===== config.mk =====
export PLATFORM = sky130hd
export DESIGN_NAME = system_clock_source_select
export DESIGN_NICKNAME = d
export VERILOG_FILES = /design/src/rtl/sysclk_pkg.sv /design/src/rtl/system_clock_source_select.sv
export VERILOG_INCLUDE_DIRS = /design/src /design/src/rtl
export SDC_FILE = /design/constraint.sdc
export NUM_CORES = 1
export LEC_CHECK = 0
export ABC_AREA = 1
export BUFFER_PORTS_ARGS = -buffer_cell sky130_fd_sc_hd__buf_2
export CAP_MARGIN = 5
export CORE_UTILIZATION = 60
export DETAILED_ROUTE_END_ITERATION = 7
export GPL_TIMING_DRIVEN = 0
export MAX_ROUTING_LAYER = met4
export PLACE_DENSITY = 0.84
export RECOVER_POWER = 25
export SYNTH_ARGS = -nofsm -noshare
export SYNTH_HDL_FRONTEND = slang
export SYNTH_SLANG_ARGS = --single-unit

===== constraint.sdc =====
create_clock -name clk -period 4.1 [get_ports clk]
set_input_delay 0.41 -clock clk [delete_from_list [all_inputs] [get_ports clk]]
set_output_delay 0.41 -clock clk [all_outputs]
set_load 0.01 [all_outputs]

===== src/rtl/sysclk_defs.svh =====
`ifndef SYSCLK_DEFS_SVH
`define SYSCLK_DEFS_SVH

// =====================================================
// source select encodings
`define FAST_SEL_EXT_CRYSTAL 1'b0
`define FAST_SEL_INT_RC 1'b1
`define SLOW_SEL_EXT_CRYSTAL 1'b0
`define SLOW_SEL_INT_RC 1'b1

// =====================================================
// ratio field
`define RATIO_WIDTH 3
`define RATIO_SLOW_CODE 3'h7
`define FAST_DIV_WIDTH 6

// =====================================================
// reset values
`define FAST_SEL_RESET `FAST_SEL_EXT_CRYSTAL
`define SLOW_SEL_RESET `SLOW_SEL_EXT_CRYSTAL
`define RATIO_RESET 3'h0
`define RC_FREQ_RESET 2'h0

// =====================================================
// internal fast rc frequency codes
`define RC_FREQ_8MHZ 2'h0
`define RC_FREQ_12MHZ 2'h1
`define RC_FREQ_16MHZ 2'h2

// =====================================================
// timing
`define CLK_PERIOD_NS 10
`define STALL_TIME_NS 40960
`define STALL_CYCLES (`STALL_TIME_NS / `CLK_PERIOD_NS)
`define STALL_CNT_WIDTH 16

`endif


===== src/rtl/sysclk_pkg.sv =====
package sysclk_pkg;

  // =====================================================
  // oscillator channels
  typedef enum {
    osc_ext_fast_crystal,
    osc_int_fast_rc,
    osc_ext_slow_crystal,
    osc_int_slow_rc
  } osc_index_type;

  localparam int OSC_COUNT = 4;

  // =====================================================
  // whole block state
  typedef struct packed {
    logic [3:0] sync1;
    logic [3:0] sync2;
    logic [3:0] prev;
    logic fast_sel;
    logic slow_sel;
    logic [2:0] ratio;
    logic [1:0] rc_freq;
    logic [5:0] fast_div;
    logic [15:0] stall_cnt;
    logic sysclk_en;
    logic fast_en;
    logic slow_en;
    logic timebase_en;
  } clk_state_type;

endpackage


===== src/rtl/system_clock_source_select.sv =====
// Notes on behaviour
// RL1 - four sources: two fast, two slow
// RL2 - internal fast rc runs 8, 12 or 16 MHz
// RL3 - slow select bit picks slow source
// RL4 - fast select bit picks fast source
// RL5 - ratio field sets system clock rate, source
// RL6 - firmware may switch clocks at run time
// RL7 - external fast crystal chosen after reset
// RL8 - one fast, one slow source always selected
// RL9 - oscillators also clock watchdog and time base
// RL10 - internal fast rc selected frees fast crystal pins
// RL11 - codes 0..6 divide fast by 2^n; 7 slow
// RL12 - slow clock from either slow source
// RL13 - switching never makes runt clock pulses
// RL14 - changes applied at clock boundary, or when the stall counter expires
`include "sysclk_defs.svh"
`timescale 1ns/1ps
`default_nettype none

module system_clock_source_select
  import sysclk_pkg::*;
#(
  parameter int STALL_CYCLES = `STALL_CYCLES
) (
  input wire logic clk,
  input wire logic rst_b,
  input wire logic ext_fast_crystal,
  input wire logic int_fast_rc,
  input wire logic ext_slow_crystal,
  input wire logic int_slow_rc,
  input wire logic fast_source_sel,
  input wire logic slow_source_sel,
  input wire logic [2:0] sysclk_ratio_sel,
  input wire logic [1:0] int_fast_rc_freq_sel,
  input wire logic timebase_source_sel,
  output logic sysclk_en,
  output logic fast_clk_en,
  output logic slow_clk_en,
  output logic wdt_clk_en,
  output logic timebase_clk_en,
  output logic sysclk_is_slow,
  output logic fast_source_active,
  output logic slow_source_active,
  output logic [2:0] sysclk_ratio_active,
  output logic [1:0] int_fast_rc_freq_code,
  output logic fast_xtal_pins_free
);

  // =====================================================
  // elaboration check
  if (STALL_CYCLES < 1 || STALL_CYCLES >= (1 << `STALL_CNT_WIDTH)) begin : g_bad_stall
    $error("STALL_CYCLES out of range");
  end

  localparam logic [15:0] STALL_LIMIT = 16'(STALL_CYCLES - 1);

  clk_state_type state_reg;
  clk_state_type state_next;

  logic [3:0] osc_pins;
  logic [3:0] osc_edge;
  logic fast_edge;
  logic slow_edge;
  logic [5:0] div_mask;
  logic fast_div_tick;
  logic sys_tick;
  logic apply_now;

  // =====================================================
  // oscillator inputs, one channel per source
  assign osc_pins = {int_slow_rc, ext_slow_crystal, int_fast_rc, ext_fast_crystal}; // RL1

  // =====================================================
  // next state
  always_comb begin
    state_next = state_reg;
    // two-stage synchronisers, then rising edge detect
    state_next.sync1 = osc_pins;
    state_next.sync2 = state_reg.sync1;
    state_next.prev = state_reg.sync2;
    for (int i = 0; i < OSC_COUNT; i++) begin
      osc_edge[i] = state_reg.sync2[i] & ~state_reg.prev[i];
    end
    // exactly one source per path, never none
    fast_edge = state_reg.fast_sel ? osc_edge[osc_int_fast_rc] : osc_edge[osc_ext_fast_crystal]; // RL4 RL8
    slow_edge = state_reg.slow_sel ? osc_edge[osc_int_slow_rc] : osc_edge[osc_ext_slow_crystal]; // RL3 RL8 RL12
    // divide by 2^ratio on fast edges
    div_mask = 6'((7'h01 << state_reg.ratio) - 7'h01); // RL11
    fast_div_tick = fast_edge && ((state_reg.fast_div & div_mask) == div_mask);
    sys_tick = (state_reg.ratio == `RATIO_SLOW_CODE) ? slow_edge : fast_div_tick; // RL5 RL11
    // settings taken at a system clock boundary, or if the source is dead
    apply_now = sys_tick || (state_reg.stall_cnt == STALL_LIMIT); // RL14 RL13
    if (fast_edge) begin
      state_next.fast_div = state_reg.fast_div + 6'h01;
    end
    if (sys_tick || apply_now) begin
      state_next.stall_cnt = 16'h0000;
    end else begin
      state_next.stall_cnt = state_reg.stall_cnt + 16'h0001;
    end
    if (apply_now) begin
      // run-time switch without reset
      state_next.fast_sel = fast_source_sel; // RL6
      state_next.slow_sel = slow_source_sel; // RL6
      state_next.ratio = sysclk_ratio_sel; // RL6
      // restart divider so the first divided period is whole
      state_next.fast_div = 6'h00; // RL13
    end
    // internal rc trim code: reserved code keeps old setting
    if (int_fast_rc_freq_sel == `RC_FREQ_8MHZ || int_fast_rc_freq_sel == `RC_FREQ_12MHZ
        || int_fast_rc_freq_sel == `RC_FREQ_16MHZ) begin
      state_next.rc_freq = int_fast_rc_freq_sel; // RL2
    end
    // one-cycle enables only, so no runt pulses can appear
    state_next.sysclk_en = sys_tick; // RL13
    state_next.fast_en = fast_edge;
    state_next.slow_en = slow_edge;
    state_next.timebase_en = timebase_source_sel ? fast_edge : slow_edge; // RL9
    if (!rst_b) begin
      state_next = '0;
      state_next.fast_sel = `FAST_SEL_RESET; // RL7
      state_next.slow_sel = `SLOW_SEL_RESET;
      state_next.ratio = `RATIO_RESET;
      state_next.rc_freq = `RC_FREQ_RESET;
    end
  end

  // =====================================================
  // state register
  always_ff @(posedge clk) begin
    state_reg <= state_next;
  end

  // =====================================================
  // outputs
  assign sysclk_en = state_reg.sysclk_en;
  assign fast_clk_en = state_reg.fast_en;
  assign slow_clk_en = state_reg.slow_en;
  assign wdt_clk_en = state_reg.slow_en; // RL9
  assign timebase_clk_en = state_reg.timebase_en; // RL9
  assign sysclk_is_slow = (state_reg.ratio == `RATIO_SLOW_CODE); // RL5
  assign fast_source_active = state_reg.fast_sel;
  assign slow_source_active = state_reg.slow_sel;
  assign sysclk_ratio_active = state_reg.ratio;
  assign int_fast_rc_freq_code = state_reg.rc_freq; // RL2
  assign fast_xtal_pins_free = (state_reg.fast_sel == `FAST_SEL_INT_RC); // RL10

endmodule

`default_nettype wire


==> results of run 1 <==
-- worst register-to-register path: cells and delay by family (launching register included) --
family / cells / cell delay [ps]
fa+ha+maj: 1 / 230
simple gates: 5 / 720
buf+inv: 1 / 180
flops: 1 / 390
-- area by class of cell --
class	instances	area, um2	area share
flip-flops and latches	45	901	0.383
multi-input cells	150	890	0.379
inverters	53	199	0.0847
repair buffers	27	134	0.0570
plain buffers	11	82.6	0.0351
well taps	44	55.1	0.0234
clock buffers	6	51.3	0.0218
clock inverters	2	37.5	0.0160
-- worst min-delay path by stage --
stage                                   from                                     to  slack [ps]  cells past startpoint
floorplan           state_reg[41]$_SDFF_PN0_               state_reg[37]$_SDFF_PN0_         390                      2
global placement    state_reg[44]$_SDFF_PN0_               state_reg[40]$_SDFF_PN0_         390                      2
detailed placement  state_reg[43]$_SDFF_PN0_               state_reg[39]$_SDFF_PN0_         400                      2
CTS                         ext_fast_crystal               state_reg[41]$_SDFF_PN0_         210                      3
global route                ext_fast_crystal               state_reg[41]$_SDFF_PN0_         210                      3
finish               int_fast_rc_freq_sel[0]  int_fast_rc_freq_code[1]$_SDFFE_PN0P_         220                      2
-- cells by family after synthesis --
| kind of cell | after synthesis |
|---|---|
| simple gates | 122 |
| xor+xnor | 18 |
| fa+ha+maj | 2 |
| compound gates | 8 |
| flops | 45 |
| buf+inv | 64 |
-- layer usage --
metal / routed length (um) / share of wire / vias up / global-route usage
li1: - / - / 832 / -
met1: 1530 / 0.48 / 651 / 0.249
met2: 1520 / 0.47 / 21 / 0.349
met3: 111 / 0.035 / 5 / 0.0704
met4: 40 / 0.012 / 0 / 0.0584
met5: 0 / 0 / - / -
-- power by group --
part           switching, W  leakage [nW]  total [W]  internal [W]
combinational     0.0000414         0.805  0.0000742     0.0000328
clock              0.000144        0.0445   0.000289      0.000145
sequential       0.00000956         0.366   0.000461      0.000452
-- stage by stage --
step,power [W],cells,util
floorplan,0.000524,259,-
global placement,0.000544,330,0.717
detailed placement,0.000545,330,0.717
CTS,0.000832,338,0.746
global route,0.000859,338,0.745
finish,0.000824,338,0.745
-- cell usage in the layout, fill, tap and decap left out --
cell        instances
nand3_1            11
nor2_1             18
a21oi_1             3
a211oi_1            1
xnor2_1             6
buf_2              26
buf_6               2
o21ai_0             2
dfxtp_1            45
buf_4               7
clkbuf_8            1
nand4_1             6
nand4_2             1
nor2_2             24
inv_1              51
clkbuf_1            3
nand2_1            45
bufinv_16           1
xor2_1             12
nor3_1              2
nand3b_4            1
o21bai_1            1
nand3_4             1
nand3b_2            1
nand3b_1            1
nand3_2             3
ha_1                2
nand2_2             6
clkinvlp_4          1
clkbuf_4            5
nor2_4              2
a21boi_4            1
inv_2               2
==> qor.txt, run 1 <==
Run status - complete, no violations
Ranking of synthesized cells by area - dfxtp_1, inv_1, nand2_1
Synth cell count leaders - inv_1, dfxtp_1, nand2_1
CP Launch Type - flop
GRT Total Usage - 0.213
Top cell type's share of synthesized area - 0.435
Largest buffer count on any clock path - 2
Antenna-violating nets left - 0
Root Driver - clkbuf_4
XOR/XNOR share of the synthesized area - 0.0761
Antenna fix cells - 0
Layout cells sized above 1 - 0.289
Critical path required time - 4360 ps
Final setup slack of the worst path - 2480 ps
Pre-CTS WS - 2530 ps
Compound-gate portion of the synthesized area - 0.0284
Worst R2R Path Depth - 7
H-tree levels - 2
Mux contribution to synthesized area - 0
Syn avg cell area - 8.00 um2
Asr flop ratio synth - 0
Endpoints failing hold - 0
Net Count, Synth - 275
Synth area leader - dfxtp_1
RSZ-0062 raised after global routing - false
Number of cell rows - 20
Post-synth EDFFs - 0
Worst-path clk slew - 130 ps
First-pass GRT wire length - 5600 um
DIE WIDTH - 60.8 um
Achievable Freq - 617 MHz
Placed Instance Area - 2260 um2
Max Slew Vio Count - 0
Clk Latency, worst-skew pair - 360 ps
Iter 0 DRT Violations - 62
Setup TNS - 0 ps
Effective utilization at floorplan - 0.657
Pre-antenna DRT Iters - 4
Worst hold slack - 220 ps
Initial antenna violation count - 0
CTS tree - built
Gates resized, CTS repair - 0
Ys flop type - dfxtp_1
Final setup viols - 0
Cell Area, Synth - 2070 um2
Reg-to-reg setup timing slack - 2480 ps
Residual DRC count - 0
Die ar. - 3690 um2
Cell count after synthesis - 259
Vias/cell - 4.46
Clock Sinks - 45
Setup crit end - state_reg[14]$_SDFF_PP0_
CTS Hold Bufs - 0
Tcrit/Tclk final - 0.395
Post-Synth Adder-Cell Area - 0.0121
Synth-to-layout area growth - 13.4%
Relative slew slack - 0.729
Largest net degree at the start of global routing - 15
Die Ht - 60.8 um
Main combinational cell family by area after synthesis - simple AND/OR/NAND/NOR gates
Crit path arrival time - 1880 ps
Final Critical Period - 1620 ps
Worst Setup Path Type - flop to flop
Seq/Total Area, Yosys - 0.435
# nets final - 309
Max reg flops - 34
Ports - 28
Worst r2r dst - state_reg[14]$_SDFF_PP0_
TritonCTS buffer count - 5
Post-route cell area - 2350 um2
Hold WC Path Type - primary input to flop
Vias - 1509
CP startpoint - state_reg[4]$_SDFF_PP0_
Routed len/inst - 9.50 um
Most numerous cell in the Yosys netlist - inv_1
Slew at the pin with the worst max-slew slack - 407 ps
Synth Area in Simple Gates - 0.313
Synth cell types - 28
GPL Wtd Cong - 0.842
Critical-path cell list - ha_1, nand3_2, nor2_4, nand3b_4, nand3_4, buf_6, nor2_2
Buffers and inverters on the worst path - 1
MaxCap Viol Count - 0
Post-DP HPWL - 2300 um
Clock skew - 7.16 ps
Vias in the first global route - 1373
Worst path depth - 7
Crit path max fanout - 10
Synthesis-stage register bit count - 45
Critical R2R Launch - state_reg[4]$_SDFF_PP0_
Setup bufs post-CTS - 0
Final wirelength - 3210 um
GRT overflow - 0
Slowest CP cell - dfxtp_1
Peak VDD IR - 0.275 mV
CP Capture Type - flop
Top delay family on crit path - simple AND/OR/NAND/NOR gates
Core area - 3150 um2
Fill cells - 250
Critical Path Max Stage Delay - 390 ps
Input/output buffers - 27
LEAKAGE - 1.22 nW
Yosys warns - 0
P per Cell Area - 351 nW/um2
No activity file was read; power rests on OpenSTA's default activity.
==> run 2: changes to the inputs <==
--- a/config.mk
+++ b/config.mk
@@ -9,11 +9,11 @@
 export ABC_AREA = 1
 export BUFFER_PORTS_ARGS = -buffer_cell sky130_fd_sc_hd__buf_2
 export CAP_MARGIN = 5
-export CORE_UTILIZATION = 60
+export CORE_UTILIZATION = 56
 export DETAILED_ROUTE_END_ITERATION = 7
 export GPL_TIMING_DRIVEN = 0
 export MAX_ROUTING_LAYER = met4
-export PLACE_DENSITY = 0.84
+export PLACE_DENSITY = 0.79
 export RECOVER_POWER = 25
 export SYNTH_ARGS = -nofsm -noshare
 export SYNTH_HDL_FRONTEND = slang
==> constraint.sdc (replaced) <==
create_clock -name clk -period 1.65 [get_ports clk]
set_input_delay 0.165 -clock clk [delete_from_list [all_inputs] [get_ports clk]]
set_output_delay 0.165 -clock clk [all_outputs]
set_load 0.01 [all_outputs]
==> run 2 against run 1 <==
  * Fmax rose by 5.8%
  * Combinational power grew to 2.5 times the previous value
  * Clock skew is 1.1 ps higher
  * Global-route usage is 1.4 points lower
  * Non-clock buffer count stayed put
  * Largest power group unchanged
  * Highest routed layer unchanged
==> qor.txt, run 2 (synthesis results as in run 1) <==
Ports - 28 (unchanged)
Largest buffer count on any clock path - 2 (unchanged)
Die ar. - 3950 um2 (+6.9%)
Final Critical Period - 1530 ps (-89.0 ps)
Buffers and inverters on the worst path - 1 (unchanged)
Slew at the pin with the worst max-slew slack - 394 ps (-12.8 ps)
GPL Wtd Cong - 0.821 (-2.5%)
Most Crowded Layer GR - met2
Residual DRC count - 0 (unchanged)
Worst Setup Path Type - flop to flop
Crit path arrival time - 1730 ps (-150 ps)
Most common cell after layout, fill and taps aside - inv_1
Setup TNS - 0 ps (unchanged)
Routed len/inst - 9.79 um (+3.1%)
Post-DP HPWL - 2430 um (+5.9%)
Worst r2r dst - state_reg[23]$_SDFFE_PP0P_
Worst R2R Path Depth - 7 (unchanged)
Layout cells sized above 1 - 0.266 (-0.0229)
Max reg flops - 34 (unchanged)
# nets final - 309 (unchanged)
Slowest CP cell - dfxtp_1
Critical Path Max Stage Delay - 370 ps (-20 ps)
Setup bufs post-CTS - 0 (unchanged)
Placed Instances - 332 (+0.61%)
M1 GR Usage - 0.219 (-0.0308)
CP Capture Type - flop
Critical R2R Launch - state_reg[4]$_SDFF_PP0_
Input/output buffers - 27 (unchanged)
MaxCap Viol Count - 0 (unchanged)
Antenna fix cells - 0 (unchanged)
Core area - 3440 um2 (+9.2%)
Achievable Freq - 653 MHz (+5.8%)
Cell Count, Final, Fillers Out - 339 (+0.30%)
Initial antenna violation count - 0 (unchanged)
Iter 0 DRT Violations - 45 (-27%)
Clock skew - 8.24 ps (+1.07 ps)
CTS tree - built
LEAKAGE - 1.20 nW (-1.6%)
Max Slew Vio Count - 0 (unchanged)
Peak VDD IR - 0.582 mV (+110%)
CP Launch Type - flop
Vias/cell - 4.65 (+4.1%)
Tcrit/Tclk final - 0.928 (+0.533)
GRT overflow - 0 (unchanged)
Antenna-violating nets left - 0 (unchanged)
GRT Total Usage - 0.199 (-0.0140)
Fill cells - 308 (+23%)
Pre-antenna DRT Iters - 4 (unchanged)
Final setup viols - 0 (unchanged)
DIE WIDTH - 62.8 um (+3.4%)
Die Ht - 62.8 um (+3.4%)
Critical path required time - 1850 ps (-2510 ps)
RSZ-0062 raised after global routing - false
Hold WC Path Type - primary input to flop
Cell depth of the worst hold path - 2 (unchanged)
TritonCTS buffer count - 5 (unchanged)
Crit path max fanout - 10 (unchanged)
Vias - 1576 (+4.4%)
Reg-to-reg setup timing slack - 120 ps (-2360 ps)
Run status - complete, no violations
Tot Pwr - 0.00202 W (+140%)
Most used cell along the critical path - nand3_4
Final wirelength - 3320 um (+3.4%)
Clock Sinks - 45 (unchanged)
Clk Latency, worst-skew pair - 300 ps (-60 ps)
P per Cell Area - 857 nW/um2 (+140%)
H-tree levels - 2 (unchanged)
Number of cell rows - 21 (+5.0%)
Top delay family on crit path - simple AND/OR/NAND/NOR gates
Critical-path cell list - ha_1, nand3_4, nor2_4, nand3b_4, nand3_4, buf_6, nor2_2
CTS Hold Bufs - 0 (unchanged)
Met3 usage - 0.0438 (-0.0266)
First-pass GRT wire length - 5980 um (+6.8%)
Root Driver - clkbuf_8
Commonest cells after routing, fill and taps aside - inv_1, nand2_1, dfxtp_1
Largest net degree at the start of global routing - 13 (-2)
Relative slew slack - 0.737 (+0.00855)
Effective utilization at floorplan - 0.602 (-0.0552)
Grt met2 use - 0.334 (-0.0143)
Worst hold endpoint - timebase_clk_en$_SDFF_PN0_
Min-delay src - timebase_source_sel
Worst hold slack - 41.5 ps (-179 ps)
Gates resized, CTS repair - 0 (unchanged)
Synth-to-layout area growth - 13.6%
Worst-path clk slew - 80 ps (-50 ps)
Endpoints failing hold - 0 (unchanged)
Vias in the first global route - 1443 (+5.1%)
-- run 2: per-stage QoR --
step	setup slack (ps)	utilization	area [um2]
3_3_place_gp	92.3	0.658	2260
3_5_place_dp	60.6	0.658	2260
5_1_grt	2.59	0.684	2350
6_report	119	0.684	2350
4_1_cts	48.9	0.683	2350
2_1_floorplan	243	-	2070
-- run 2: area by class of cell --
type	instances	area [um2]	area share
Timing Repair Buffer	27	128	0.0542
Inverter	53	199	0.0845
Buffer	11	86.3	0.0367
Multi-Input combinational cell	150	897	0.381
Tap cell	46	57.6	0.0244
Clock buffer	7	86.3	0.0367
Sequential cell	45	901	0.383
-- run 2: how the worst max path moves through the flow --
stage,from,to,slack (ps),cells after the start
global placement,state_reg[4]$_SDFF_PP0_,state_reg[17]$_SDFF_PP0_,90,7
floorplan,state_reg[4]$_SDFF_PP0_,state_reg[10]$_SDFF_PP0_,240,7
detailed placement,state_reg[4]$_SDFF_PP0_,state_reg[11]$_SDFF_PP0_,60,7
global route,state_reg[4]$_SDFF_PP0_,state_reg[7]$_SDFF_PP0_,3,7
CTS,state_reg[4]$_SDFF_PP0_,state_reg[14]$_SDFF_PP0_,50,7
finish,state_reg[4]$_SDFF_PP0_,state_reg[23]$_SDFFE_PP0P_,120,7
-- run 2: worst register-to-register path: stages (launching register included) --
cell,delay (ps)
dfxtp_1,370
ha_1,250
nand3_4,130
nor2_4,150
nand3b_4,150
nand3_4,160
buf_6,180
nor2_2,40
-- run 2: report_power, final --
part	total [W]	internal, W	leakage, nW	switching (W)
sequential	0.00115	0.00112	0.366	0.0000246
clock	0.000684	0.000332	0.0443	0.000352
combinational	0.000187	0.0000819	0.786	0.000105
-- run 2: per-layer routing --
| layer | part of all wire | wire [um] | vias to the layer above |
|---|---|---|---|
| met2 | 0.46 | 1540 | 24 |
| met4 | 0.022 | 74 | 0 |
| met5 | 0 | 0 | - |
| li1 | - | - | 830 |
| met3 | 0.033 | 109 | 8 |
| met1 | 0.48 | 1600 | 714 |
==> run 3: changes to the inputs <==
--- a/config.mk
+++ b/config.mk
@@ -10,6 +10,7 @@
 export BUFFER_PORTS_ARGS = -buffer_cell sky130_fd_sc_hd__buf_2
 export CAP_MARGIN = 5
 export CORE_UTILIZATION = 56
+export CTS_BUF_LIST = sky130_fd_sc_hd__clkbuf_4 sky130_fd_sc_hd__clkbuf_8 sky130_fd_sc_hd__clkbuf_16
 export DETAILED_ROUTE_END_ITERATION = 7
 export GPL_TIMING_DRIVEN = 0
 export MAX_ROUTING_LAYER = met4
==> run 3 against run 2 <==
  * Sequential power hardly changed
  * Combinational power about the same
  * Global-route usage did not move
  * Die area unchanged
  * Clock skew is essentially flat
  * Power rose by 0.72%
  * Critical endpoint unchanged
  * Highest routed layer unchanged
==> qor.txt, run 3 (synthesis results as in run 1) <==
H-tree levels - 2 (unchanged)
Worst-path clk slew - 80 ps (about the same)
Tcrit/Tclk final - 0.928 (about the same)
Layout cells sized above 1 - 0.270 (+0.00341)
Core area - 3440 um2 (unchanged)
GRT overflow - 0 (unchanged)
# nets final - 309 (unchanged)
DIE WIDTH - 62.8 um (unchanged)
Critical path required time - 1850 ps (about the same)
Clk Latency, worst-skew pair - 300 ps (about the same)
Worst Setup Path Type - flop to flop
Final wirelength - 3320 um (about the same)
RSZ-0062 raised after global routing - false
MaxCap Viol Count - 0 (unchanged)
Placed Instances - 332 (unchanged)
Achievable Freq - 653 MHz (about the same)
Worst R2R Path Depth - 7 (unchanged)
Clock power frac - 0.344 (+0.005)
Max Slew Vio Count - 0 (unchanged)
Routed len/inst - 9.78 um (about the same)
CP Launch Type - flop
Clock skew - 8.25 ps (+0.0160 ps)
P per Cell Area - 861 nW/um2 (+0.56%)
Slew at the pin with the worst max-slew slack - 394 ps (unchanged)
Antenna fix cells - 0 (unchanged)
Iter 0 DRT Violations - 64 (+42%)
Effective utilization at floorplan - 0.602 (unchanged)
Cell Count, Final, Fillers Out - 339 (unchanged)
Vias - 1589 (+0.82%)
Largest buffer count on any clock path - 2 (unchanged)
LEAKAGE - 1.20 nW (+0.29%)
Switching Fraction - 0.236 (-0.00269)
Setup TNS - 0 ps (unchanged)
Max reg flops - 34 (unchanged)
Critical Path Max Stage Delay - 370 ps (about the same)
Vias in the first global route - 1443 (unchanged)
Vias/cell - 4.69 (+0.82%)
Die ar. - 3950 um2 (unchanged)
Cell depth of the worst hold path - 2 (unchanged)
Most common cell after layout, fill and taps aside - inv_1
Ports - 28 (unchanged)
Crit path max fanout - 10 (unchanged)
Peak VDD IR - 0.582 mV (about the same)
Pre-antenna DRT Iters - 4 (unchanged)
Relative slew slack - 0.737 (unchanged)
Input/output buffers - 27 (unchanged)
GPL Wtd Cong - 0.821 (unchanged)
Initial antenna violation count - 0 (unchanged)
Synth-to-layout area growth - 13.8%
Largest net degree at the start of global routing - 13 (unchanged)
Pint - 0.00155 W (+1.1%)
Run status - complete, no violations
Residual DRC count - 0 (unchanged)
Setup bufs post-CTS - 0 (unchanged)
Clock Sinks - 45 (unchanged)
CP Capture Type - flop
Antenna-violating nets left - 0 (unchanged)
TritonCTS buffer count - 5 (unchanged)
Critical-path cell list - ha_1, nand3_4, nor2_4, nand3b_4, nand3_4, buf_6, nor2_2
Fill cells - 309 (+0.32%)
Number of cell rows - 21 (unchanged)
Hold WC Path Type - primary input to flop
Root Driver - clkbuf_8
Sequential Power Share - 0.564 (-0.004)
Worst hold slack - 42.0 ps (+0.522 ps)
Post-DP HPWL - 2430 um (unchanged)
Crit path arrival time - 1730 ps (about the same)
Most used cell along the critical path - nand3_4
Commonest cells after routing, fill and taps aside - inv_1, nand2_1, dfxtp_1
Switching power - 0.000480 W (-0.42%)
Final setup viols - 0 (unchanged)
First-pass GRT wire length - 5980 um (unchanged)
Endpoints failing hold - 0 (unchanged)
GRT Total Usage - 0.199 (unchanged)
Slowest CP cell - dfxtp_1
Combinational power share - 0.092 (about the same)
Final Critical Period - 1530 ps (+0.160 ps)
Die Ht - 62.8 um (unchanged)
CTS tree - built
[run 3: layout make-up]
class / count / area, um2 / area share
Sequential cell: 45 / 901 / 0.382
Multi-Input combinational cell: 150 / 897 / 0.380
Inverter: 53 / 199 / 0.0844
Timing Repair Buffer: 27 / 128 / 0.0541
Clock buffer: 7 / 90.1 / 0.0382
Buffer: 11 / 86.3 / 0.0366
Tap cell: 46 / 57.6 / 0.0244
[run 3: timing repair]
item / CTS / global route
endpoints found under the setup margin: 0 / 20
gates resized for setup: 0 / 2
hold buffers: 0 / 0
[run 3: final timing paths]
path                                                from                         end  slack, ps
worst max-delay path             state_reg[4]$_SDFF_PP0_  state_reg[23]$_SDFFE_PP0P_        120
worst min-delay path                 timebase_source_sel  timebase_clk_en$_SDFF_PN0_         40
worst max register to register   state_reg[4]$_SDFF_PP0_  state_reg[23]$_SDFFE_PP0P_        120
worst min register to register  state_reg[44]$_SDFF_PN0_    state_reg[40]$_SDFF_PN0_        420
[run 3: per-layer routing]
metal	vias to the layer above	wire length, um	GRT usage
li1	832	-	-
met1	714	1590	0.220
met2	35	1530	0.333
met3	8	128	0.0438
met4	0	74	0.105
met5	-	0	-
[run 3: power by group through the flow]
stage / Clock, W / Sequential [W] / Combinational, W
finish: 0.000699 / 0.00115 / 0.000187
global route: 0.000757 / 0.00115 / 0.000213
CTS: 0.000725 / 0.00115 / 0.000190
detailed placement: 0 / 0.00117 / 0.000189
global placement: 0 / 0.00117 / 0.000182
floorplan: 0 / 0.00117 / 0.000132
[run 3: per-stage QoR]
step / total power [W] / worst slack (ps) / util / cell area, um2
floorplan: 0.00130 / 243 / - / 2070
global placement: 0.00135 / 92.3 / 0.658 / 2260
detailed placement: 0.00136 / 60.6 / 0.658 / 2260
CTS: 0.00206 / 50.9 / 0.684 / 2350
global route: 0.00212 / 2.59 / 0.685 / 2360
finish: 0.00203 / 119 / 0.685 / 2360
[run 3: critical path, delay by kind of cell (launching register included)]
family | cells | cell delay (ps)
fa+ha+maj | 1 | 250
buf+inv | 1 | 180
flops | 1 | 370
simple gates | 5 | 630
